<file path="config.mk">
export PLATFORM = sky130hd
export DESIGN_NAME = sca_host_port
export DESIGN_NICKNAME = d
export VERILOG_FILES = /design/src/include/sca_pkg.sv /design/src/hdl/sca_host_port.sv /design/src/hdl/sca_cmd_decode.sv
export SDC_FILE = /design/constraint.sdc
export NUM_CORES = 1
export LEC_CHECK = 0
export BUFFER_PORTS_ARGS = -buffer_cell sky130_fd_sc_hd__buf_2
export CELL_PAD_IN_SITES_DETAIL_PLACEMENT = 2
export CELL_PAD_IN_SITES_GLOBAL_PLACEMENT = 2
export CORE_UTILIZATION = 39
export CTS_BUF_LIST = sky130_fd_sc_hd__clkbuf_4 sky130_fd_sc_hd__clkbuf_8
export DETAILED_ROUTE_END_ITERATION = 12
export PLACE_DENSITY = 0.88
export SYNTH_ARGS = -nofsm -noshare
export SYNTH_HDL_FRONTEND = slang
export SYNTH_SLANG_ARGS = --single-unit
</file>
<file path="constraint.sdc">
create_clock -name clk -period 76.2 [get_ports clk]
set_input_delay 0 -clock clk [delete_from_list [all_inputs] [get_ports clk]]
set_output_delay 0 -clock clk [all_outputs]
set_load 0.01 [all_outputs]
</file>
<file path="src/include/sca_pkg.sv">
package sca_pkg;
    // command field on the top six data lines
    localparam int CMD_MSB = 15;
    localparam int CMD_LSB = 10;
    localparam int RES_W = 13;
    // sequence lengths in converter clocks
    localparam logic [6:0] CAL_CYCLES = 7'h69;
    localparam logic [6:0] CONV_CYCLES = 7'h1B;
    // analog sampling window inside a conversion
    localparam logic [6:0] SAMP_FIRST = 7'h03;
    localparam logic [6:0] SAMP_LAST = 7'h0A;
    // result code limits
    localparam logic [12:0] RES_POS_FS = 13'h0FFF;
    localparam logic [12:0] RES_NEG_FS = 13'h1000;
    localparam logic [12:0] RES_RESET = 13'h0000;
    localparam logic [11:0] MAG_RESET = 12'h000;
    // ready wait states added after the strobe edge cycle of each access
    localparam logic [1:0] WAIT_CYCLES = 2'h1;

    typedef enum logic [1:0] {
        SCA_IDLE = 2'b00,
        SCA_CAL = 2'b01,
        SCA_CONV = 2'b10
    } sca_state_t;

    typedef enum logic [1:0] {
        SCA_CMD_NONE = 2'b00,
        SCA_CMD_CAL = 2'b01,
        SCA_CMD_CONV = 2'b10
    } sca_cmd_t;

    // host strobes grouped
    typedef struct packed {
        logic csN;
        logic rdN;
        logic wrN;
    } sca_strobe_t;
endpackage

</file>
<file path="src/hdl/sca_host_port.sv">
`timescale 1ns/1ps
// Function
// - first cs-and-read low interval clears the completion interrupt.
// - a cs-and-write low interval also clears the completion interrupt.
// - ready output stretches host read or write by wait states.
// - calibrate and convert are separate commands, any order, no recal needed.
// - calibrate runs 105 clocks, conversion runs 27 clocks.
// - command captured from top six data lines when cs or write rises.
// - convert is D15 high D14 low D10 low; calibrate D15,D13..D10 low.
// - stopped converter clock invalidates calibration.
// - result saturates at 0111111111111 and 1000000000000.
// - magnitude zero at zero input, full scale at reference.
// - convert during a conversion restarts from its first cycle.
// - end of cycle 27 asserts interrupt low; new conversion allowed at once.
// - cs and read low drive all 13 result bits, sign extended.
// - analog input is sampled during conversion cycles 3 through 10.
module sca_host_port
    import sca_pkg::*;
(
    // clock and reset
    input wire logic clk,
    input wire logic rst,
    // host bus
    input sca_strobe_t strobe,
    input wire logic [15:0] dataIn,
    output logic [15:0] dataOut,
    output logic dataOe,
    output logic readyOut,
    output logic intN,
    // converter clock health and strap
    input wire logic convClkRun,
    input wire logic strapInput,
    // analog front end, digitised
    input wire logic inNegative,
    input wire logic [12:0] inMagnitude,
    input wire logic [12:0] refMagnitude,
    // status
    output logic samplingOut,
    output logic calValidOut,
    output logic busyOut
);
    sca_state_t state_reg, state_next;
    logic [6:0] cnt_reg, cnt_next;
    logic intN_reg, intN_next;
    logic calValid_reg;
    logic rdLow_reg, wrLow_reg;
    logic readDone_reg;
    logic [12:0] res_reg;
    logic [1:0] wait_reg;
    logic [15:0] cmdLatch_reg;
    sca_cmd_t cmd;

    // combined low intervals and their edges
    wire rdLow = ~strobe.csN & ~strobe.rdN;
    wire wrLow = ~strobe.csN & ~strobe.wrN;
    wire rdFall = rdLow & ~rdLow_reg;
    wire wrFall = wrLow & ~wrLow_reg;
    wire wrRise = ~wrLow & wrLow_reg;
    wire strapOk = strapInput;

    // decode the latched command word at the rising end
    sca_cmd_decode u_dec (
        .field(cmdLatch_reg[CMD_MSB:CMD_LSB]),
        .cmd(cmd)
    );
    wire startConv = wrRise & strapOk & (cmd == SCA_CMD_CONV);
    wire startCal = wrRise & strapOk & (cmd == SCA_CMD_CAL);

    wire convDone = (state_reg == SCA_CONV) && (cnt_reg == CONV_CYCLES);
    wire calDone = (state_reg == SCA_CAL) && (cnt_reg == CAL_CYCLES);

    // sequence control
    always_comb begin
        state_next = state_reg;
        cnt_next = cnt_reg;
        if (startConv) begin
            state_next = SCA_CONV;
            cnt_next = 7'h01;
        end else if (startCal) begin
            state_next = SCA_CAL;
            cnt_next = 7'h01;
        end else if (!convClkRun) begin
            state_next = SCA_IDLE;
            cnt_next = 7'h00;
        end else if (convDone || calDone) begin
            state_next = SCA_IDLE;
            cnt_next = 7'h00;
        end else if (state_reg != SCA_IDLE) begin
            cnt_next = cnt_reg + 7'h01;
        end
    end

    // completion interrupt: completion set wins over host clear
    always_comb begin
        intN_next = intN_reg;
        if (rdFall && !readDone_reg) begin
            intN_next = 1'b1;
        end
        if (wrFall) begin
            intN_next = 1'b1;
        end
        if (convDone && convClkRun && !startConv) begin
            intN_next = 1'b0;
        end
    end

    // ratiometric magnitude with saturation
    wire [12:0] magClip = (inMagnitude >= refMagnitude) ? RES_POS_FS :
        ((refMagnitude == 13'h0000) ? 13'h0000 :
        13'((26'(inMagnitude) * 26'h0FFF) / 26'(refMagnitude)));
    wire [12:0] magNeg = (magClip == RES_POS_FS) ? RES_NEG_FS :
        13'(~magClip + 13'h0001);
    wire [12:0] resNew = inNegative ? magNeg : magClip;
    wire sampling = (state_reg == SCA_CONV) && (cnt_reg >= SAMP_FIRST) &&
        (cnt_reg <= SAMP_LAST);

    // state registers
    always_ff @(posedge clk) begin
        if (rst) begin
            state_reg <= SCA_IDLE;
            cnt_reg <= 7'h00;
            intN_reg <= 1'b1;
            rdLow_reg <= 1'b0;
            wrLow_reg <= 1'b0;
            cmdLatch_reg <= 16'h0000;
        end else begin
            state_reg <= state_next;
            cnt_reg <= cnt_next;
            intN_reg <= intN_next;
            rdLow_reg <= rdLow;
            wrLow_reg <= wrLow;
            if (wrLow) begin
                cmdLatch_reg <= dataIn;
            end
        end
    end

    // calibration validity and first-read tracking
    always_ff @(posedge clk) begin
        if (rst) begin
            calValid_reg <= 1'b0;
            readDone_reg <= 1'b0;
        end else begin
            if (!convClkRun || startCal) begin
                calValid_reg <= 1'b0;
            end else if (calDone) begin
                calValid_reg <= 1'b1;
            end
            if (convDone) begin
                readDone_reg <= 1'b0;
            end else if (rdFall) begin
                readDone_reg <= 1'b1;
            end
        end
    end

    // result capture during sampling, ready wait states, read data
    always_ff @(posedge clk) begin
        if (rst) begin
            res_reg <= RES_RESET;
            wait_reg <= 2'h0;
            dataOut <= 16'h0000;
        end else begin
            if (sampling && cnt_reg == SAMP_LAST) begin
                res_reg <= resNew;
            end
            if (rdFall || wrFall) begin
                wait_reg <= WAIT_CYCLES;
            end else if (wait_reg != 2'h0) begin
                wait_reg <= wait_reg - 2'h1;
            end
            dataOut <= {{3{res_reg[12]}}, res_reg};
        end
    end

    // outputs
    assign dataOe = rdLow;
    assign readyOut = ~((rdFall | wrFall) | (wait_reg != 2'h0));
    assign intN = intN_reg;
    assign samplingOut = sampling;
    assign calValidOut = calValid_reg;
    assign busyOut = (state_reg != SCA_IDLE);

    // assertions
    conv_length_a: assert property (@(posedge clk) disable iff (rst)
        (startConv && !rst) |=> (cnt_reg == 7'h01 && state_reg == SCA_CONV))
        else $error("conversion did not restart at cycle one");
    conv_done_a: assert property (@(posedge clk) disable iff (rst)
        (convDone && convClkRun && !startConv) |=> !intN)
        else $error("interrupt not asserted after cycle 27");
    rd_clear_a: assert property (@(posedge clk) disable iff (rst)
        (rdFall && !readDone_reg && !convDone) |=> intN)
        else $error("read did not clear interrupt");
    wr_clear_a: assert property (@(posedge clk) disable iff (rst)
        (wrFall && !convDone) |=> intN)
        else $error("write did not clear interrupt");
    ready_wait_a: assert property (@(posedge clk) disable iff (rst)
        (rdFall && !wrFall) |-> !readyOut ##1 !readyOut ##1 readyOut)
        else $error("ready wait state wrong");
    cal_len_a: assert property (@(posedge clk) disable iff (rst)
        (calDone && convClkRun && !startConv && !startCal) |=>
        (!busyOut && calValidOut))
        else $error("calibration did not end after its last clock");
    clk_stop_a: assert property (@(posedge clk) disable iff (rst)
        !convClkRun |=> !calValidOut)
        else $error("calibration kept after clock stop");
    bad_cmd_a: assert property (@(posedge clk) disable iff (rst)
        (wrRise && cmd == SCA_CMD_NONE && state_reg == SCA_CONV &&
        convClkRun && !convDone) |=> cnt_reg == $past(cnt_reg) + 7'h01)
        else $error("unknown command disturbed sequence");
    samp_win_a: assert property (@(posedge clk) disable iff (rst)
        samplingOut |-> (cnt_reg >= 7'h03 && cnt_reg <= 7'h0A))
        else $error("sampling outside window");
    read_data_a: assert property (@(posedge clk) disable iff (rst)
        dataOe |-> dataOut[15:12] == {4{dataOut[12]}})
        else $error("result sign not extended");
endmodule

</file>
<file path="src/hdl/sca_cmd_decode.sv">
`timescale 1ns/1ps
module sca_cmd_decode
    import sca_pkg::*;
(
    // command field
    input wire logic [5:0] field,
    // decoded command
    output sca_cmd_t cmd
);
    // bit 5 is D15, bit 0 is D10
    wire isConv = field[5] & ~field[4] & ~field[0];
    wire isCal = ~field[5] & (field[3:0] == 4'h0);
    // patterns are disjoint on D15; anything else starts nothing
    assign cmd = isConv ? SCA_CMD_CONV :
                 isCal ? SCA_CMD_CAL : SCA_CMD_NONE;
endmodule

</file>
==> impl_results.md, run 1 <==
* Ys Warns at 0
* Pin ending the worst setup path after global-route repair: res_reg[9]$_SDFFE_PP0P_/D
* Mux cell area share after synthesis at 4.040%
* Syn_area_per_cell at 7.464 um^2
* Outcome: aborted with a tool error
* Total GRT Usage at 64.08%
* Synth Area in Adders at 26.90%
* Count of different cell masters after synthesis at 121
* Final Wtd Congestion at 0.9361
* Error msg: [ERROR GRT-0232] Routing congestion too high. Check the congestion heatmap in the GUI.
* Share of synthesized registers carrying an async set or reset at 0%
* Area share of and/or/nand/nor cells after synthesis at 22.68%
* Initial Util at 39.42%
* Die Y-Extent at 235.2 um
* Placed cell areas at 23750 um^2
* Die width at 235.2 um
* # port buffers at 61
* Synthesized area at 21210 um^2
* Cell row count at 85
* Clock Tree Root: clkbuf_8
* Largest net degree at the start of global routing at 41
* Syn Inst Count at 2842
* Post-synthesis xor/xnor area fraction at 5.615%
* Synth Area in Compound Gates at 31.17%
* Synth Register Bits at 48
* CTS HTree Levels at 2
* Number of synthesized flops with an enable pin at 0
* Post-Syn Nets at 3301
* Worst endpoint type: register data pin
* Clock Tree Buf Depth at 2
* Sequential area share after synthesis at 4.530%
* # IOs at 72
* Clk sinks at 48
* TritonCTS buffer count at 5
* Main combinational cell family by area after synthesis: compound AO/OA/AOI/OAI gates
* Top_reg_cell synth: dfxtp_1
* DP HPWL at 91.93 mm
* Remaining global-route overflow at 6
* Failed at: global routing (5_1_grt)
-- routing by layer --
layer,GRT usage (%),GRT overflow
met1,61.70,0
met2,87.84,4
met3,40.21,0
met4,69.84,2
met5,14.81,0
-- what timing repair did --
item | 4_1_cts
pin swaps | 2
endpoints found under the setup margin | 13
hold buffers | 9
endpoints found under the hold margin | 8
resized for setup | 57
cloned | 0
setup buffers | 4
-- cell families after synthesis --
logic type	Yosys count
AOI/OAI and AO/OA	925
xor gates and xnor gates	136
adders and majority gates	410
buffers and inverters	272
DFF	48
muxes	77
other	1
and+or+nand+nor	973
-- synth_stat cells, drive strengths merged (40+ instances only) --
| cell | number | area [um^2] |
|---|---|---|
| ha | 332 | 4154 |
| nor2 | 250 | 948.4 |
| nand2 | 238 | 893.4 |
| inv | 190 | 713.2 |
| nor3 | 178 | 905.9 |
| a21oi | 173 | 888.4 |
| o21a | 152 | 1142 |
| o21ai | 132 | 683.2 |
| o31ai | 94 | 715.7 |
| xnor2 | 88 | 770.7 |
| a21o | 77 | 578.1 |
| fa | 77 | 1541 |
| clkbuf | 56 | 210.2 |
| nand3 | 51 | 272.8 |
| mux2 | 50 | 570.6 |
| dfxtp | 48 | 960.9 |
| xor2 | 48 | 420.4 |
| nand4 | 41 | 262.8 |
| nor2b | 40 | 250.2 |
-- stage by stage --
stage	TNS, ns	cells	setup WS, ns	hold slack (ns)
detailed placement	-66.82	3743	-5.350	0.2111
global placement	0	3743	2.560	0.1945
CTS	0	3764	0.03500	0.08782
floorplan	0	2842	5.782	0.04292
==> run 2: changes to the inputs <==
Settings changed: CELL_PAD_IN_SITES_DETAIL_PLACEMENT 2 to not set, CELL_PAD_IN_SITES_GLOBAL_PLACEMENT 2 to not set, CORE_UTILIZATION 39 to 30, CTS_BUF_LIST sky130_fd_sc_hd__clkbuf_4 sky130_fd_sc_hd__clkbuf_8 to not set, PLACE_DENSITY 0.88 to not set, PLACE_DENSITY_LB_ADDON set to 0.15.
==> run 2 against run 1 <==
Area after synthesis did not move; synthesized cell count unchanged; the flow now finishes without violations.
==> impl_results.md, run 2 <==
* Yosys top cell area share at 19.58% (unchanged)
* Number of synthesized flops with an enable pin at 0 (unchanged)
* TritonCTS buffer count at 5 (unchanged)
* Final Wtd Congestion at 0.8729 (-6.8%)
* Total GRT Usage at 19.39%
* Cell row count at 97 (+14%)
* Rel. slew slack at 37.58%
* Measured slew at the worst slew-check pin at 0.9218 ns
* Commonest non-fill, non-tap cell in the layout: ha_1
* Clock Tree Root: clkbuf_16
* Remaining global-route overflow at 0
* Max Cap Viol at 0
* Vias per cell at 5.459
* Die width at 267.9 um (+14%)
* Final wirelength at 69.71 mm
* Crit-path most repeated cell: o21a_1
* Largest stage delay on the critical path at 0.60 ns
* Worst endpoint required time at 76.35 ns
* Startpoint Class: input port
* Die footprint at 71780 um^2
* Hold Crit Class: in -> reg
* Top_reg_cell synth: dfxtp_1
* Worst-skew pair later-pin latency at 0.29 ns
* Clock Skew at 0.004560 ns
* Tcrit/Tclk final at 93.02%
* CP arrival at 71.04 ns
* Most common cell in the netlist: ha_1
* CTS HTree Levels at 2 (unchanged)
* Crit path max fanout at 18
* Clock Tree Buf Depth at 2 (unchanged)
* Residual DRC count at 0
* Fmax achieved at 14.11 MHz
* Share of synthesized registers carrying an async set or reset at 0% (unchanged)
* Die Y-Extent at 267.9 um (+14%)
* Setup crit end kind: flop
* Synthesized area at 21210 um^2 (unchanged)
* Vias in the first global route at 22200
* Crit Path Category: in -> reg
* Initial Util at 30.29% (-9.1 points)
* Met2 wire len at 33.37 mm
* ANT nets after route at 0
* Antenna cells at 0
* Cells taking the most area after synthesis: ha_1 (20%), fa_1 (7.3%), o21a_1 (5.3%)
* Syn_area_per_cell at 7.464 um^2 (unchanged)
* Syn Inst Count at 2842 (unchanged)
* Reg clk slew, reported paths at 0.06 ns
* Area leader, netlist: ha_1
* Syn-to-layout area delta at 16.23%
* Ys Warns at 0 (unchanged)
* # IOs at 72 (unchanged)
* DR iter-0 viols at 1009
* Slowest stage cell on the critical path: o311ai_2
* DR top layer: met4
* Largest net degree at the start of global routing at 41
* Count of different cell masters after synthesis at 121 (unchanged)
* DP HPWL at 57.70 mm (-37%)
* Setup TNS at 0 ns
* Fin. max-slew vios at 0
* Final hold viol count at 0
* Pre-antenna DRT Iters at 5
* Core Area at 70030 um^2
* WL met1 at 33.19 mm
* Share of cells above drive strength 1 at 15.44%
* Final net count at 3553
* Outcome: finished clean
* Post-synth top cells: ha_1 (332), nor2_1 (248), nand2_1 (238), inv_1 (190), nor3_1 (175)
* Sequential area share after synthesis at 4.530% (unchanged)
* Setup violators final at 0
* Clk sinks at 48 (unchanged)
* Met3 Wirelength at 2.177 mm
* CTS tree: yes
* Synth Register Bits at 48 (unchanged)
* Via count at 22030
* Post-Route Utilization at 35.21%
* Drt wl/cell at 17.28 um
* # port buffers at 61 (unchanged)
* Fillers at 7380
* Antenna violations before repair at 0
* Most frequent cells in the layout: ha_1 (332), buf_4 (254), nor2_1 (246), nand2_1 (236), inv_1 (190)
* Final Critical Period at 70.88 ns
* Post-Syn Nets at 3301 (unchanged)
* First-pass GRT wire length at 114.2 mm
run 2: stage by stage:
stage | instance area [um^2] | setup WS [ns] | std cells | hold slack, ns
global placement | 24270 | 2.461 | 4014 | 0.1945
global route | 24660 | -0.1284 | 4035 | 0.09212
CTS | 24540 | 1.932 | 4031 | 0.06510
floorplan | 21210 | 5.782 | 2842 | 0.04292
finish | 24660 | 5.316 | 4035 | 0.06536
detailed placement | 24270 | 1.946 | 4014 | 0.1986
run 2: layout make-up:
cell class,count,area [um^2],share of cell area (%)
timing repair buffer,327,2362,9.581
clock inverter,3,46.29,0.1878
clock buffer,5,125.1,0.5075
tap,940,1176,4.770
inverter,190,713.2,2.893
multi-input combinational,2522,19270,78.16
sequential,48,960.9,3.897
run 2: layer usage:
layer / track usage [%] / vias to the layer above
met5: 0 / -
met4: 3.305 / 0
met3: 1.320 / 66
met2: 34.97 / 348
met1: 25.41 / 10460
li1: - / 11160
run 2: logic make-up after synthesis:
| group | count (synthesis) | share of synthesized area [%] |
|---|---|---|
| AOI/OAI and AO/OA | 925 | 31.17 |
| xor gates and xnor gates | 136 | 5.615 |
| adders and majority gates | 410 | 26.90 |
| buffers and inverters | 272 | 5.049 |
| DFF | 48 | 4.530 |
| muxes | 77 | 4.040 |
| other | 1 | 0.01768 |
| and+or+nand+nor | 973 | 22.68 |
run 2: repair_timing:
| item | CTS | global route |
|---|---|---|
| setup endpoints to repair | 0 | 13 |
| resized for setup | 0 | 25 |
| setup buffers | 0 | 4 |
| hold buffers | 9 | 0 |
| endpoints found under the hold margin | 8 | 0 |
run 2: final timing paths:
check,end,slack [ns],cells after the start,start
setup reg to reg,res_reg[7]$_SDFFE_PP0P_,73.54,7,cnt_reg[5]$_SDFFE_PP0P_
hold reg to reg,dataOut[5]$_SDFF_PP0_,0.44,2,res_reg[5]$_SDFFE_PP0P_
hold / removal,cmdLatch_reg[10]$_SDFFE_PP0P_,0.07,4,strobe[0]
setup / recovery,res_reg[10]$_SDFFE_PP0P_,5.32,340,inMagnitude[2]
run 2: worst max-delay path, delay by kind of cell:
kind / cells / cell delay, ns
AOI/OAI and AO/OA: 193 / 40.13
xor gates and xnor gates: 2 / 0.41
adders and majority gates: 32 / 10.46
buffers and inverters: 23 / 2.96
muxes: 6 / 1.55
and+or+nand+nor: 84 / 15.35
Power of run 2 is not shown: default switching activity piles up to over one toggle a cycle in this logic, so the estimate is an artifact.
